--- config.mk ---
export PLATFORM = sky130hd
export DESIGN_NAME = cbp_top
export DESIGN_NICKNAME = d
export VERILOG_FILES = /design/src/core/cbp_pkg.sv /design/src/core/cbp_diag_ser.sv /design/src/core/cbp_top.sv
export SDC_FILE = /design/constraint.sdc
export NUM_CORES = 1
export LEC_CHECK = 0
export ABC_AREA = 1
export BUFFER_PORTS_ARGS = -buffer_cell sky130_fd_sc_hd__buf_2
export CAP_MARGIN = 20
export CORE_MARGIN = 2
export CORE_UTILIZATION = 57
export DETAILED_ROUTE_END_ITERATION = 10
export GPL_TIMING_DRIVEN = 0
export PLACE_DENSITY = 0.87
export SETUP_SLACK_MARGIN = 0.3
export SYNTH_ARGS = -nofsm -noshare
export SYNTH_HDL_FRONTEND = slang
export SYNTH_SLANG_ARGS = --single-unit
--- constraint.sdc ---
create_clock -name mclk -period 9 [get_ports mclk]
set_input_delay 1.8 -clock mclk [delete_from_list [all_inputs] [get_ports mclk]]
set_output_delay 1.8 -clock mclk [all_outputs]
set_load 0.01 [all_outputs]
--- src/core/cbp_pkg.sv ---
package cbp_pkg;

   localparam int N_SLAVES   = 16;
   localparam int IMG_BYTES  = 8;
   localparam int DEV_BYTES  = 2;
   localparam int ID_BYTES   = 8;
   localparam int CHAN_BYTES = 3;

   // register offsets, one word each
   localparam logic [7:0] REG_CTRL    = 8'h00;
   localparam logic [7:0] REG_STATUS  = 8'h04;
   localparam logic [7:0] REG_MASK    = 8'h08;
   localparam logic [7:0] REG_DIAG_LO = 8'h0C;
   localparam logic [7:0] REG_DIAG_HI = 8'h10;
   localparam logic [7:0] REG_RELAY   = 8'h14;

   localparam int CTRL_MODE_BIT  = 0;
   localparam int CTRL_START_BIT = 1;
   localparam logic CTRL_MODE_RST = 1'b0;

   localparam int EV_W          = 4;
   localparam int EV_FRAME_ERR  = 0;
   localparam int EV_IMAGE_DONE = 1;
   localparam int EV_DIAG_DONE  = 2;
   localparam int EV_FAULT_RISE = 3;
   localparam logic [3:0] MASK_RST = 4'h0;

   // diagnostics byte 1 and byte 2 bit positions
   localparam int B1_GENERAL   = 7;
   localparam int B1_SLV_SUPPLY = 6;
   localparam int B1_COMM      = 4;
   localparam int B1_READY     = 2;
   localparam int B1_MASTER    = 0;
   localparam int B2_AUX       = 6;
   localparam int B2_TYPE      = 5;
   localparam int B2_BREAKER   = 3;
   localparam int B2_SDIAG     = 1;

   localparam int RELAY_BIT = 0;

   // channel entry codes
   localparam logic [7:0] ERR_NONE    = 8'h00;
   localparam logic [7:0] ERR_COMM    = 8'h01;
   localparam logic [7:0] ERR_TYPE    = 8'h02;
   localparam logic [7:0] ERR_BREAKER = 8'h03;
   localparam logic [7:0] ERR_SDIAG   = 8'h04;
   localparam logic [7:0] CHAN_TYPE   = 8'h08;

   typedef enum logic [2:0] {
      SER_IDLE = 3'b000,
      SER_DEV  = 3'b001,
      SER_ID   = 3'b010,
      SER_CHAN = 3'b011,
      SER_STN  = 3'b100
   } cbp_ser_state_t;

   typedef struct packed {
      logic [15:0] comm_lost;
      logic [15:0] type_mismatch;
      logic [15:0] breaker;
      logic [15:0] sdiag;
   } cbp_slave_st_t;

   function automatic logic [15:0] relay_of(input logic [63:0] img);
      logic [15:0] r;
      r = 16'h0000;
      for (int k = 0; k < N_SLAVES; k++) begin
         r[k] = img[4 * k + RELAY_BIT];
      end
      return r;
   endfunction

   function automatic logic [7:0] err_number(input logic com, input logic typ,
                                             input logic brk, input logic sd);
      logic [7:0] e;
      e = ERR_NONE;
      if (com)
         e = ERR_COMM;
      else if (typ)
         e = ERR_TYPE;
      else if (brk)
         e = ERR_BREAKER;
      else if (sd)
         e = ERR_SDIAG;
      return e;
   endfunction

endpackage

--- src/core/cbp_diag_ser.sv ---
`timescale 1ns/10ps
module cbp_diag_ser (
   input  wire logic              clk,
   input  wire logic              rst_n,
   input  wire logic              start,
   input  wire logic              detailed,
   input  wire logic [63:0]       img,
   input  wire logic [63:0]       id_bits,
   input  wire logic [15:0][7:0]  codes,
   output logic                   busy,
   output logic                   dout_valid,
   output logic [7:0]             dout_byte,
   output logic                   dout_last
);
   typedef struct packed {
      cbp_pkg::cbp_ser_state_t st;
      logic [3:0]              idx;
      logic [1:0]              sub;
      logic                    det;
      logic [63:0]             img;
      logic [63:0]             id;
      logic [15:0][7:0]        codes;
      logic [3:0]              last_idx;
      logic                    any;
      logic                    valid;
      logic [7:0]              data;
      logic                    last;
      logic                    busy;
   } cbp_ser_t;

   cbp_ser_t s;
   cbp_ser_t next_s;

   always_comb begin
      next_s       = s;
      next_s.valid = 1'b0;
      next_s.last  = 1'b0;
      case (s.st)
         cbp_pkg::SER_IDLE: begin
            if (start) begin
               next_s.st    = cbp_pkg::SER_DEV;
               next_s.idx   = 4'h0;
               next_s.sub   = 2'h0;
               next_s.det   = detailed;
               next_s.img   = img;
               next_s.id    = id_bits;
               next_s.codes = codes;
               next_s.any   = 1'b0;
               next_s.last_idx = 4'h0;
               for (int k = 0; k < cbp_pkg::N_SLAVES; k++) begin
                  if (codes[k] != cbp_pkg::ERR_NONE) begin
                     next_s.any      = 1'b1;
                     next_s.last_idx = 4'(k);
                  end
               end
            end
         end
         cbp_pkg::SER_DEV: begin
            next_s.valid = 1'b1;
            next_s.data  = s.img[8 * s.idx +: 8];
            next_s.idx   = s.idx + 4'h1;
            if (s.idx == 4'(cbp_pkg::DEV_BYTES - 1)) begin
               // detailed: id bits next; abbreviated: station bytes follow
               next_s.st  = s.det ? cbp_pkg::SER_ID : cbp_pkg::SER_STN;
               next_s.idx = s.det ? 4'h0 : 4'(cbp_pkg::DEV_BYTES);
            end
         end
         cbp_pkg::SER_STN: begin
            next_s.valid = 1'b1;
            next_s.data  = s.img[8 * s.idx +: 8];
            next_s.idx   = s.idx + 4'h1;
            if (s.idx == 4'(cbp_pkg::IMG_BYTES - 1)) begin
               next_s.last = 1'b1;
               next_s.st   = cbp_pkg::SER_IDLE;
            end
         end
         cbp_pkg::SER_ID: begin
            next_s.valid = 1'b1;
            next_s.data  = s.id[8 * s.idx +: 8];
            next_s.idx   = s.idx + 4'h1;
            if (s.idx == 4'(cbp_pkg::ID_BYTES - 1)) begin
               next_s.idx  = 4'h0;
               next_s.last = !s.any;
               next_s.st   = s.any ? cbp_pkg::SER_CHAN : cbp_pkg::SER_IDLE;
            end
         end
         cbp_pkg::SER_CHAN: begin
            // quiet channels are skipped, one cycle each
            if (s.codes[s.idx] == cbp_pkg::ERR_NONE) begin
               next_s.idx = s.idx + 4'h1;
            end else begin
               next_s.valid = 1'b1;
               case (s.sub)
                  2'h0:    next_s.data = 8'({4'h0, s.idx} + 8'h01);
                  2'h1:    next_s.data = cbp_pkg::CHAN_TYPE;
                  default: next_s.data = s.codes[s.idx];
               endcase
               next_s.sub = s.sub + 2'h1;
               if (s.sub == 2'(cbp_pkg::CHAN_BYTES - 1)) begin
                  next_s.sub = 2'h0;
                  next_s.idx = s.idx + 4'h1;
                  if (s.idx == s.last_idx) begin
                     next_s.last = 1'b1;
                     next_s.st   = cbp_pkg::SER_IDLE;
                  end
               end
            end
         end
         default: next_s.st = cbp_pkg::SER_IDLE;
      endcase
      // kept as a flop so the busy output carries no decode logic
      next_s.busy = (next_s.st != cbp_pkg::SER_IDLE);
   end

   always_ff @(posedge clk or negedge rst_n) begin
      if (!rst_n)
         s <= '0;
      else
         s <= next_s;
   end

   assign busy       = s.busy;
   assign dout_valid = s.valid;
   assign dout_byte  = s.data;
   assign dout_last  = s.last;
endmodule

--- src/core/cbp_top.sv ---
`timescale 1ns/10ps
// Notes on behaviour
// - output image is exactly eight bytes
// - byte n: low nibble slave 2n-1, high 2n
// - slave numbers follow physical bus position
// - only nibble bit 0 used, rest ignored
// - command bit drives coil: 1 on, 0 off
// - detailed: 2 device, 8 id, 3 per channel
// - channel entry carries an error number
// - abbreviated: device bytes then station bytes
// - byte 1 holds the five module fault bits
// - master fault set only when bus offline
// - comm fault when any slave unreachable
module cbp_top #(
   parameter int ID_SLOT = 0
) (
   input  wire logic        mclk,
   input  wire logic        nrst,
   input  wire logic [7:0]  reg_addr,
   input  wire logic [31:0] reg_wdata,
   input  wire logic        reg_wr,
   input  wire logic        reg_rd,
   output logic      [31:0] reg_rdata,
   input  wire logic        gw_byte_valid,
   input  wire logic        gw_byte_first,
   input  wire logic [7:0]  gw_byte,
   input  wire logic [15:0] slave_comm_lost,
   input  wire logic [15:0] slave_type_mismatch,
   input  wire logic [15:0] breaker_trip_fault,
   input  wire logic [15:0] slave_diag_flag,
   input  wire logic        slave_supply_fault,
   input  wire logic        aux_supply_fault,
   input  wire logic        controller_readiness_fault,
   input  wire logic        slave_bus_offline,
   output logic      [15:0] relay_command_bit,
   output logic             diag_valid,
   output logic      [7:0]  diag_byte,
   output logic             diag_last,
   output logic             diag_busy,
   output logic             irq
);
   typedef struct packed {
      logic [7:0][7:0]            acc;
      logic [2:0]                 cnt;
      logic [15:0]                relay;
      logic                       mode;
      logic                       start;
      logic [cbp_pkg::EV_W-1:0]   status;
      logic [cbp_pkg::EV_W-1:0]   mask;
      logic                       irq;
      logic [31:0]                rdata;
      logic [63:0]                diag;
      logic                       gen_prev;
   } cbp_top_st_t;

   cbp_top_st_t s;
   cbp_top_st_t next_s;

   logic [1:0]  rst_sync;
   logic        rst_n;
   logic        ser_busy;
   logic [63:0] id_bits;
   logic [15:0][7:0] codes;
   logic [7:0]  byte1;
   logic [7:0]  byte2;
   logic        general;
   logic [cbp_pkg::EV_W-1:0] ev;
   logic        comm_any;

   // reset release through two stages, assertion stays asynchronous
   always_ff @(posedge mclk or negedge nrst) begin
      if (!nrst)
         rst_sync <= 2'b00;
      else
         rst_sync <= {rst_sync[0], 1'b1};
   end
   assign rst_n = rst_sync[1];

   always_comb begin
      comm_any = |slave_comm_lost;
      general  = slave_supply_fault | comm_any | controller_readiness_fault |
                 slave_bus_offline | aux_supply_fault | (|slave_type_mismatch) |
                 (|breaker_trip_fault) | (|slave_diag_flag);
      byte1 = 8'h00;
      byte1[cbp_pkg::B1_GENERAL]    = general;
      byte1[cbp_pkg::B1_SLV_SUPPLY] = slave_supply_fault;
      byte1[cbp_pkg::B1_COMM]       = comm_any;
      byte1[cbp_pkg::B1_READY]      = controller_readiness_fault;
      byte1[cbp_pkg::B1_MASTER]     = slave_bus_offline;
      byte2 = 8'h00;
      byte2[cbp_pkg::B2_AUX]     = aux_supply_fault;
      byte2[cbp_pkg::B2_TYPE]    = |slave_type_mismatch;
      byte2[cbp_pkg::B2_BREAKER] = |breaker_trip_fault;
      byte2[cbp_pkg::B2_SDIAG]   = |slave_diag_flag;
   end

   always_comb begin
      id_bits          = 64'h0000_0000_0000_0000;
      id_bits[ID_SLOT] = s.diag[cbp_pkg::B1_GENERAL];
      for (int k = 0; k < cbp_pkg::N_SLAVES; k++) begin
         // index k is physical station k+1
         codes[k] = cbp_pkg::err_number(slave_comm_lost[k], slave_type_mismatch[k],
                                        breaker_trip_fault[k], slave_diag_flag[k]);
      end
   end

   always_comb begin
      next_s = s;
      ev     = '0;
      next_s.start = 1'b0;

      // diagnostics image, refreshed every cycle
      next_s.diag = {breaker_trip_fault, slave_diag_flag, slave_type_mismatch,
                     byte2, byte1};
      next_s.gen_prev = general;
      ev[cbp_pkg::EV_FAULT_RISE] = general & ~s.gen_prev;

      // output image assembly; a partial frame is dropped, not applied
      if (gw_byte_valid) begin
         if (gw_byte_first) begin
            next_s.acc[0] = gw_byte;
            next_s.cnt    = 3'h1;
            ev[cbp_pkg::EV_FRAME_ERR] = (s.cnt != 3'h0);
         end else if (s.cnt == 3'h0) begin
            ev[cbp_pkg::EV_FRAME_ERR] = 1'b1;
         end else begin
            next_s.acc[s.cnt] = gw_byte;
            next_s.cnt        = s.cnt + 3'h1;
            if (s.cnt == 3'(cbp_pkg::IMG_BYTES - 1)) begin
               // upper three nibble bits never reach the slaves
               next_s.relay = cbp_pkg::relay_of(next_s.acc);
               ev[cbp_pkg::EV_IMAGE_DONE] = 1'b1;
            end
         end
      end

      ev[cbp_pkg::EV_DIAG_DONE] = diag_valid & diag_last;

      next_s.status = s.status | ev;
      next_s.rdata  = 32'h0000_0000;
      if (reg_wr) begin
         case (reg_addr)
            cbp_pkg::REG_CTRL: begin
               next_s.mode = reg_wdata[cbp_pkg::CTRL_MODE_BIT];
               // start while a message is running is ignored
               next_s.start = reg_wdata[cbp_pkg::CTRL_START_BIT] & ~ser_busy & ~s.start;
            end
            cbp_pkg::REG_STATUS:
               // new event wins over a clear in the same cycle
               next_s.status = (s.status & ~reg_wdata[cbp_pkg::EV_W-1:0]) | ev;
            cbp_pkg::REG_MASK:
               next_s.mask = reg_wdata[cbp_pkg::EV_W-1:0];
            default: next_s.mask = s.mask;
         endcase
      end
      if (reg_rd) begin
         case (reg_addr)
            cbp_pkg::REG_CTRL:
               next_s.rdata = {30'h0000_0000, ser_busy, s.mode};
            cbp_pkg::REG_STATUS:
               next_s.rdata = {28'h000_0000, s.status};
            cbp_pkg::REG_MASK:
               next_s.rdata = {28'h000_0000, s.mask};
            cbp_pkg::REG_DIAG_LO:
               next_s.rdata = s.diag[31:0];
            cbp_pkg::REG_DIAG_HI:
               next_s.rdata = s.diag[63:32];
            cbp_pkg::REG_RELAY:
               next_s.rdata = {16'h0000, s.relay};
            default:
               next_s.rdata = 32'h0000_0000;
         endcase
      end
      next_s.irq = |(next_s.status & next_s.mask);
   end

   always_ff @(posedge mclk or negedge rst_n) begin
      if (!rst_n) begin
         s      <= '0;
         s.mode <= cbp_pkg::CTRL_MODE_RST;
         s.mask <= cbp_pkg::MASK_RST;
      end else begin
         s <= next_s;
      end
   end

   cbp_diag_ser u_ser (
      .clk        (mclk),
      .rst_n      (rst_n),
      .start      (s.start),
      .detailed   (s.mode),
      .img        (s.diag),
      .id_bits    (id_bits),
      .codes      (codes),
      .busy       (ser_busy),
      .dout_valid (diag_valid),
      .dout_byte  (diag_byte),
      .dout_last  (diag_last)
   );

   assign reg_rdata         = s.rdata;
   assign relay_command_bit = s.relay;
   assign irq               = s.irq;
   assign diag_busy         = ser_busy;

   // message length bookkeeping for the checks below
   logic [7:0] msg_cnt;
   logic       msg_det;
   always_ff @(posedge mclk or negedge rst_n) begin
      if (!rst_n) begin
         msg_cnt <= 8'h00;
         msg_det <= 1'b0;
      end else begin
         if (s.start)
            msg_det <= s.mode;
         if (diag_valid)
            msg_cnt <= diag_last ? 8'h00 : msg_cnt + 8'h01;
      end
   end
endmodule

=== Word-level counts from Yosys, hierarchy flattened ===
Cells that the tools add are included.

* Word-level logic and storage cells: 261
* Input port bits: 122
* Output and inout bits: 60
* Flip-flop bits (word level): 398

* Multiplexer cells: 123
* Bitwise logic cells: 21
* Reductions and logical operators: 42
* Order comparisons: 3
* Shifts and indexed selects: 2
* Equal/unequal tests: 19
* $add $sub $neg: 4

{| class="wikitable"
|+ Operator list
! kind !! count
|-
| $mux W271 || 1
|-
| $mux W3 || 70
|-
| $pmux W32 S6 || 1
|-
| $reduce_bool A8 Y1 || 16
|-
| $shiftx A64 B8 Y8 || 2
|-
| $bwmux W64 || 1
|-
| $reduce_or A16 Y1 || 4
|-
| $mux W5 || 8
|-
| $bmux W8 S4 || 1
|-
| $mux W32 || 1
|-
| $mux W4 || 7
|-
| $mux W27 || 1
|-
| $pmux W9 S3 || 1
|-
| $demux W8 S3 || 1
|-
| $pmux W4 S5 || 1
|-
| $mux W9 || 2
|-
| $eq A8 B4 Y1 const B || 2
|-
| $eq A8 B5 Y1 const B || 2
|-
| $logic_not A8 Y1 || 2
|-
| $mux W16 || 1
|-
| $mux W8 || 2
|-
| $pmux W8 S2 || 1
|-
| $pmux W3 S5 || 1
|-
| $mux W7 || 2
|-
| other kinds (42) || 83
|}

=== Depth between registers and ports, before layout ===
Gate-level depths: netlist (run 1).

* Depth after elaboration: 24
* Mapped depth: 17
* Mapped depth without buffers: 17

=== By module ===
Synthesis (run 1) repeated with hierarchy kept, for this count alone.

* Cell total of the unflattened synthesis: 2,522
* Area, all modules: 19,942.9 µm²

{| class="wikitable"
|+ By module, submodules not included
! module !! instances !! area an instance (µm²) !! cells an instance !! sequential area each (µm²)
|-
| cbp_diag_ser || 1 || 13,751.9 || 1,821 || 7,056.8
|-
| cbp_top || 1 || 6,190.9 || 701 || 3,428.3
|}

=== Worst setup path after synthesis (run 1) ===
No wires, ideal clock.

* Kind: input port to flip-flop
* From: in reg_addr[4]
* To: reg s (netlist bit reg_rdata[17])
* Data arrival time: 2,893 ps
* Stages: 6
* Data required time: 8,878 ps
* Slack: 5,985 ps
* Setup time: 122 ps
* Cells stage by stage: inv_1 > nand2_1 > nor3_2 > o41ai_2 > buf_2 > nor2_1

{| class="wikitable"
|+ RTL lines
! what !! line !! text
|-
| from (decl) || cbp_top.sv:19 || <nowiki>input wire logic [7:0] reg_addr,</nowiki>
|-
| to (signal assigned) || cbp_top.sv:183 || <nowiki>s <= next_s;</nowiki>
|-
| to (decl) || cbp_top.sv:56 || <nowiki>cbp_top_st_t s;</nowiki>
|}

==> metrics.md, run 1 <==
| Metric | Value |
|---|---|
| CP startpoint kind | input port |
| Register area share after synthesis | a little over half |
| Power Density | 241 nW/µm² |
| Htree depth | 1 |
| Fin Hold WS | 249 ps |
| Hold/Removal Path Class | register to async pin |
| EDFF count, synth | 0 |
| Routed length on met3 | 4.54 mm |
| Avg Vias per Cell | 5.91 |
| Clk_skew | 10.9 ps |
| Met2 routed WL | 17.7 mm |
| # fillers | 1651 |
| Clock tree from TritonCTS | yes |
| Number of buffers inserted by hold repair at cts | 0 |
| DP Worst Slack | 5470 ps |
| Leakage | 7.35 nW |
| RSZ-0062 raised after global routing | false |
| Area growth, synth to finish | 16.8% |
| Reg2reg setup slack | ~6300 ps |
| Reg-to-reg endpoint | u_ser.s[276] |
| Chip width | between 150 and 200 µm |
| Iteration-0 DRC count of the detailed router | ~1.5k |
| Avg WL per Cell | 20.7 µm |
| Pre-Repair DR Iteration Count | 8 |
| Sink Count | 268 |
| Initial antenna violation count | 0 |
| Relative slew margins | between 30% and 40% |
| Total CTS buffers | 27 |
| Drt total wl | 39.6 mm |
| Worst EP required | 9420 ps |
| First-pass GRT wire length | about 60 mm |
| Nets@finish | 1753 |
| Final core occ | 68.1% |
| Routability cong. | around 1 |
| Io pins | about 180 |
| Die area | around 23000 µm² |
| Root Driver | clkbuf_16 |
| Post-route ant nets | 0 |
| Synth top cells by count | nand2_1, dfrtp_1, o21ai_0 |
| Placeable Area | about 21000 µm² |
| Crit share post-route | 34.6% |
| Final slew viol count | 0 |
| Post-Syn Area | 12300 µm² |
| Dpl cell area | 13500 µm² |
| Synthesized instance count | 1444 |
| CP Class | input port to register |
| Netlist cell types | 50 |
| Worst R2R Start | u_ser.s[276] |
| Top sig layer | met4 |
| Yosys warns | 0 |
| # DRC | 0 |
| Wl on met1 | 15.4 mm |
| Worst Reg-to-Reg Cells | 12 |
| Finished Cell Area | around 14000 µm² |
| Highest clock rate | approximately 0.32 GHz |
| Worst-margin pin slew | 939 ps |
| Largest net degree at the start of global routing | 72 |
| CP Max Fanout | 4 |
| Reg clk slew, reported paths | 60 ps |
| Post-cts resize count | 0 |
| Total number of vias | 11.3k |
| Minimum clock period | 3120 ps |
| Synthesized flop and latch total | 268 |
| Top cell type's share of synthesized area | approximately 54% |
| Post-synth net total | 1573 |
| Ys async rst share | 100% |
| Layout cells sized above 1 | 17.8% |
| Vias in the first global route | 10.9k |
| Number of port buffers | 147 |
| Maximum clock insertion buffer count | 3 |
| Grt ovf | 0 |
| Post-Layout Cell Count | 1917 |
| Power Total | 3.47 mW |
| Post-synth top flop | dfrtp_1 |
| Crit end category | register |
| Setup ws final | ~6000 ps |
| Final setup violation count | 0 |
| Status | complete, no violations |
| CP arrival | 3540 ps |
| Post-Syn Area per Cell | 8.54 µm² |
| Final hold vios | 0 |
| Diodes inserted | 0 |
| Worst VDD drop | 0.000143 V |
| Most frequent cell after synthesis | nand2_1 |
| # rows | 53 |
| Starting Density | approximately 58% |
| Synth top area cells | dfrtp_1, nand2_1, o21ai_0, nor2_1, inv_1 |
| Die extent in y | 151 µm |
| Setup TNS | 0 ps |
| Area leader, netlist | dfrtp_1 |
| Total GRT Usage | 35.2% |
| Setup Buffers After CTS | 0 |
| Max-Cap Viols | 0 |
| Clk_lat worst skew | 540 ps |
| Placed Cells | approximately 1.9k |
| Post-detail-place hpwl | 29.2 mm |
report_power, final:
group          switching, mW  internal, mW  leakage, nW
combinational          0.623         0.307         3.62
sequential            0.0918          1.32         3.29
clock                  0.474         0.656        0.436
placed cells by master (no fill, tap or decap), drive strengths merged, types with 5 or more instances in the layout:
master  instances
nand3          71
o31ai          17
o21ai         149
clkinv          5
a21oi          71
ha              7
nor2          132
clkbuf         76
nor3           17
a22oi          13
buf           227
nand4          13
o221ai          8
nand2         382
nor4           11
dfrtp         268
inv           132
o211ai         16
cells by family after synthesis:
family                     count (synthesis)  synth area share (%)
DFF                                      268                  54.4
adders and majority gates                  7                 0.710
AOI/OAI and AO/OA                        292                  13.7
xor gates and xnor gates                   3                 0.213
buffers and inverters                    244                  9.69
and+or+nand+nor                          629                  21.3
other                                      1                0.0304
critical path, stage by stage:
cell and delay, ps:
buf_2 110, inv_1 120, nand4_1 150, nor2_1 300
nand3_1 230, nor3_1 230, nand4_1 170, nand2_1 190
nand2_1 90, nand2_1 70, nand4_1 80
area by class of cell:
type / instances / area (µm²) / share of cell area [%]
clock inverters: 8 / 97.6 / 0.677
well taps: 275 / 344 / 2.39
multi-input cells: 932 / 4430 / 30.8
repair buffers: 151 / 846 / 5.87
flip-flops and latches: 268 / 6710 / 46.6
plain buffers: 113 / 698 / 4.85
clock buffers: 39 / 781 / 5.42
inverters: 131 / 497 / 3.45
how the worst max path moves through the flow:
| stage | from | endpoint | slack, ps |
|---|---|---|---|
| 6_report | slave_comm_lost[2] | irq | 5880 |
| 5_1_grt | reg_addr[5] | irq | 5770 |
| 4_1_cts | relay_command_bit[15] | relay_command_bit[15] | 5940 |
| 2_1_floorplan | rst_sync[1] | id_bits[0] | 980 |
| 3_3_place_gp | rst_sync[1] | s[20] | -1660 |
| 3_5_place_dp | slave_comm_lost[2] | irq | 5470 |
flip-flops by register name, summed over array words and instances, names as in the netlist:
signal / flops
id_bits: 1
u_ser.s: 120
rst_sync: 2
u_ser.dout_byte: 8
u_ser.dout_valid: 1
u_ser.dout_last: 1
u_ser.busy: 1
s: 85
irq: 1
relay_command_bit: 16
reg_rdata: 32
routing by layer:
layer	track usage, %	vias to the layer above
li1	-	5030
met5	0	-
met2	54.1	782
met4	14.7	0
met3	7.17	165
met1	49.3	5346
(Power assumes the default switching activity.)
==> run 2, diff against run 1 <==
Settings changed: ABC_AREA 1 to 0, CORE_UTILIZATION 57 to 52, PLACE_DENSITY 0.87 to 0.84.
Clock period 9 ns to 2.54 ns, I/O delays scaled along.
==> run 2 against run 1 <==
Net effect: highest routed layer unchanged; worst hold slack got worse by 140 ps; synthesized cell count fell by 18%; combinational power increased to 3.1 times the previous value; design area grew 2.1%; count of clock-buffer cells in the layout fell by 5; the flow now finishes with violations (setup timing); critical path depth shrank 4; wire length decreased by 3.6%; clock power increased to 3.7 times the previous value; synthesized area is 1.3% lower; die area rose by 8.0%.
==> metrics.md, run 2 <==
| Metric | Value |
|---|---|
| Hold/Removal Path Class | input port to register |
| CP Class | register to register |
| Sink Count | 268 |
| CP Max Fanout | 5 |
| Setup TNS | -1460 ps |
| Total number of vias | around 11k |
| Setup ws final | -171 ps |
| Synthesized instance count | 1188 |
| Area leader, netlist | dfrtp_1 |
| Post-detail-place hpwl | roughly 27 mm |
| Failing checks | setup timing |
| Die extent in y | 157 µm |
| XOR/XNOR Fraction of Synth Area | 0.504% |
| Crit share post-route | 107% |
| First-pass GRT wire length | 58.3 mm |
| Initial antenna violation count | 0 |
| Clk_skew | 11.0 ps |
| Leakage | 7.08 nW |
| Power Total | 12.3 mW |
| CP peak stage delay | ~580 ps |
| Grt ovf | 0 |
| RSZ-0062 raised after global routing | true |
| Avg WL per Cell | 22.3 µm |
| Io pins | roughly 180 |
| Post-Layout Cell Count | 1714 |
| Worst-margin pin slew | approximately 920 ps |
| Most frequent cell after synthesis | dfrtp_1 |
| Avg Vias per Cell | ~6.1 |
| Max-Cap Viols | 0 |
| Finished Cell Area | ~15000 µm² |
| Reg clk slew, reported paths | approximately 70 ps |
| Layout cells sized above 1 | 27.9% |
| Chip width | between 150 and 200 µm |
| Compound-Gate Fraction of Synth Area | 11.1% |
| Register area share after synthesis | a little under three fifths |
| Minimum clock period | 2710 ps |
| Number of port buffers | approximately 150 |
| Vias in the first global route | just over 10k |
| Area growth, synth to finish | 20.9% |
| Commonest non-fill, non-tap cell in the layout | dfrtp_1 |
| Highest clock rate | 0.369 GHz |
| Starting Density | 53.5% |
| Most used cell along the critical path | mux4_2 |
| Diodes inserted | 0 |
| DP Worst Slack | -446 ps |
| Largest family of logic cells by synthesized area | simple AND/OR/NAND/NOR gates |
| Worst VDD drop | about 0.00057 V |
| Maximum clock insertion buffer count | 3 |
| # fillers | roughly 1.7k |
| Total CTS buffers | 27 |
| CP startpoint kind | register |
| # DRC | 0 |
| Routed length on met3 | approximately 4.5 mm |
| Htree depth | 1 |
| Final slew viol count | 0 |
| Iteration-0 DRC count of the detailed router | approximately 1.3k |
| Placed Cells | ~1.7k |
| Met2 routed WL | roughly 18 mm |
| Dpl cell area | 13400 µm² |
| Post-Syn Area | 12200 µm² |
| Mux cell area share after synthesis | between 8 and 9% |
| Routability cong. | 0.981 |
| Synthesized flop and latch total | ~270 |
| Ys async rst share | 100% |
| Post-synth top flop | dfrtp_1 |
| Yosys warns | 0 |
| Top cell type's share of synthesized area | roughly 55% |
| Crit end category | register |
| Post-Syn Area per Cell | 10.2 µm² |
| Die area | 24700 µm² |
| CP arrival | 3100 ps |
| Drt total wl | 38.2 mm |
| Wl on met1 | 14.0 mm |
| Clock tree from TritonCTS | yes |
| Final core occ | 64.6% |
| Commonest cells after routing, fill and taps aside | dfrtp_1, nand2_1, buf_2 |
| Synth top area cells | dfrtp_1, nand2_1, mux4_2, buf_4, nor2_1 |
| Largest net degree at the start of global routing | 74 |
| Critical Path, Cell by Cell | buf_6, mux4_2, mux4_2, a21o_4, o21ai_4, o211ai_1, a21o_1 |
| Synth top cells by count | dfrtp_1, nand2_1, nor2_1 |
| Clk_lat worst skew | 540 ps |
| Nets@finish | ~1.5k |
| Reg with most FFs | u_ser.s |
| Slowest CP cell | mux4_2 |
| Max reg flops | 120 |
| Fin Hold WS | 106 ps |
| EDFF count, synth | 0 |
| Power Density | 833 nW/µm² |
| Adder-cell share of the synthesized area | 0.719% |
| Netlist cell types | 66 |
| Top sig layer | met4 |
| Placeable Area | 22800 µm² |
| Post-route ant nets | 0 |
| Root Driver | clkbuf_16 |
| # rows | 55 |
| Final hold vios | 0 |
| Pre-Repair DR Iteration Count | 5 |
| Status | complete, but fails checks |
| Relative slew margins | 38.8% |
| Final setup violation count | 14 |
| Worst EP required | 2930 ps |
| Total GRT Usage | between 30% and 40% |
| Post-synth net total | 1317 |
| Synth Area in Simple Gates | between 15 and 20% |
==> run 2: cell count changes after synthesis, sizes merged, moves of 13 or more <==
cell / change
nand3: -41
mux2: +23
nor4: +17
mux2i: +30
a21oi: -33
o21ai: -100
a22oi: +13
clkbuf: +14
mux4: +21
nand2: -120
nor2: -43
inv: -101
==> run 2: routing by layer <==
layer	global-route usage, %	vias up
li1	-	4469
met1	41.1	5118
met2	48.8	759
met3	7.79	161
met4	14.7	0
met5	0	-
==> run 2: cell type report <==
type | count | area [µm²] | area share (%)
plain buffers | 119 | 782 | 5.31
clock buffers | 34 | 762 | 5.18
clock inverters | 13 | 180 | 1.22
inverters | 30 | 113 | 0.765
multi-input cells | 771 | 4830 | 32.8
flip-flops and latches | 268 | 6710 | 45.6
well taps | 313 | 392 | 2.66
repair buffers | 166 | 943 | 6.41
==> run 2: report_power, final <==
group | switching (mW) | total [mW] | leakage, nW | internal (mW)
registers | 0.424 | 5.15 | 3.25 | 4.73
clock network | 1.70 | 4.22 | 0.446 | 2.52
logic | 1.60 | 2.90 | 3.38 | 1.30
==> run 2: timing repair <==
action                     4_1_cts  5_1_grt
hold endpoints to repair         2        0
setup endpoints to repair      179      166
pin swaps                        3        1
resized for setup               51       44
hold buffers                     1        0
setup buffers                    9        7
==> run 2: cells by family (layout without fill, tap and decap cells) <==
group | count (synthesis) | count (layout)
and+or+nand+nor | 484 | 484
buffers and inverters | 149 | 362
AOI/OAI and AO/OA | 198 | 198
other | 1 | 1
adders and majority gates | 7 | 7
DFF | 268 | 268
xor gates and xnor gates | 7 | 7
muxes | 74 | 74
==> run 2: path summary, 6_finish.rpt <==
path / from / end / slack, ps / cells after the start
setup reg to reg: u_ser.s[276] / u_ser.s[277] / -170 / 7
hold / removal: controller_readiness_fault / s[3] / 110 / 1
hold reg to reg: rst_sync[0] / rst_sync[1] / 360 / 0
max in group asynchronous: rst_sync[1] / u_ser.s[275] / 1190 / 1
min in group asynchronous: nrst / rst_sync[1] / 280 / 2
setup / recovery: u_ser.s[276] / u_ser.s[277] / -170 / 7
==> run 2: critical path: cells and delay by family (launching register included) <==
family,cells,cell delay [ps]
flip-flops,1,420
buffers and inverters,1,180
multiplexers,2,1090
AO/OA/AOI/OAI,4,870
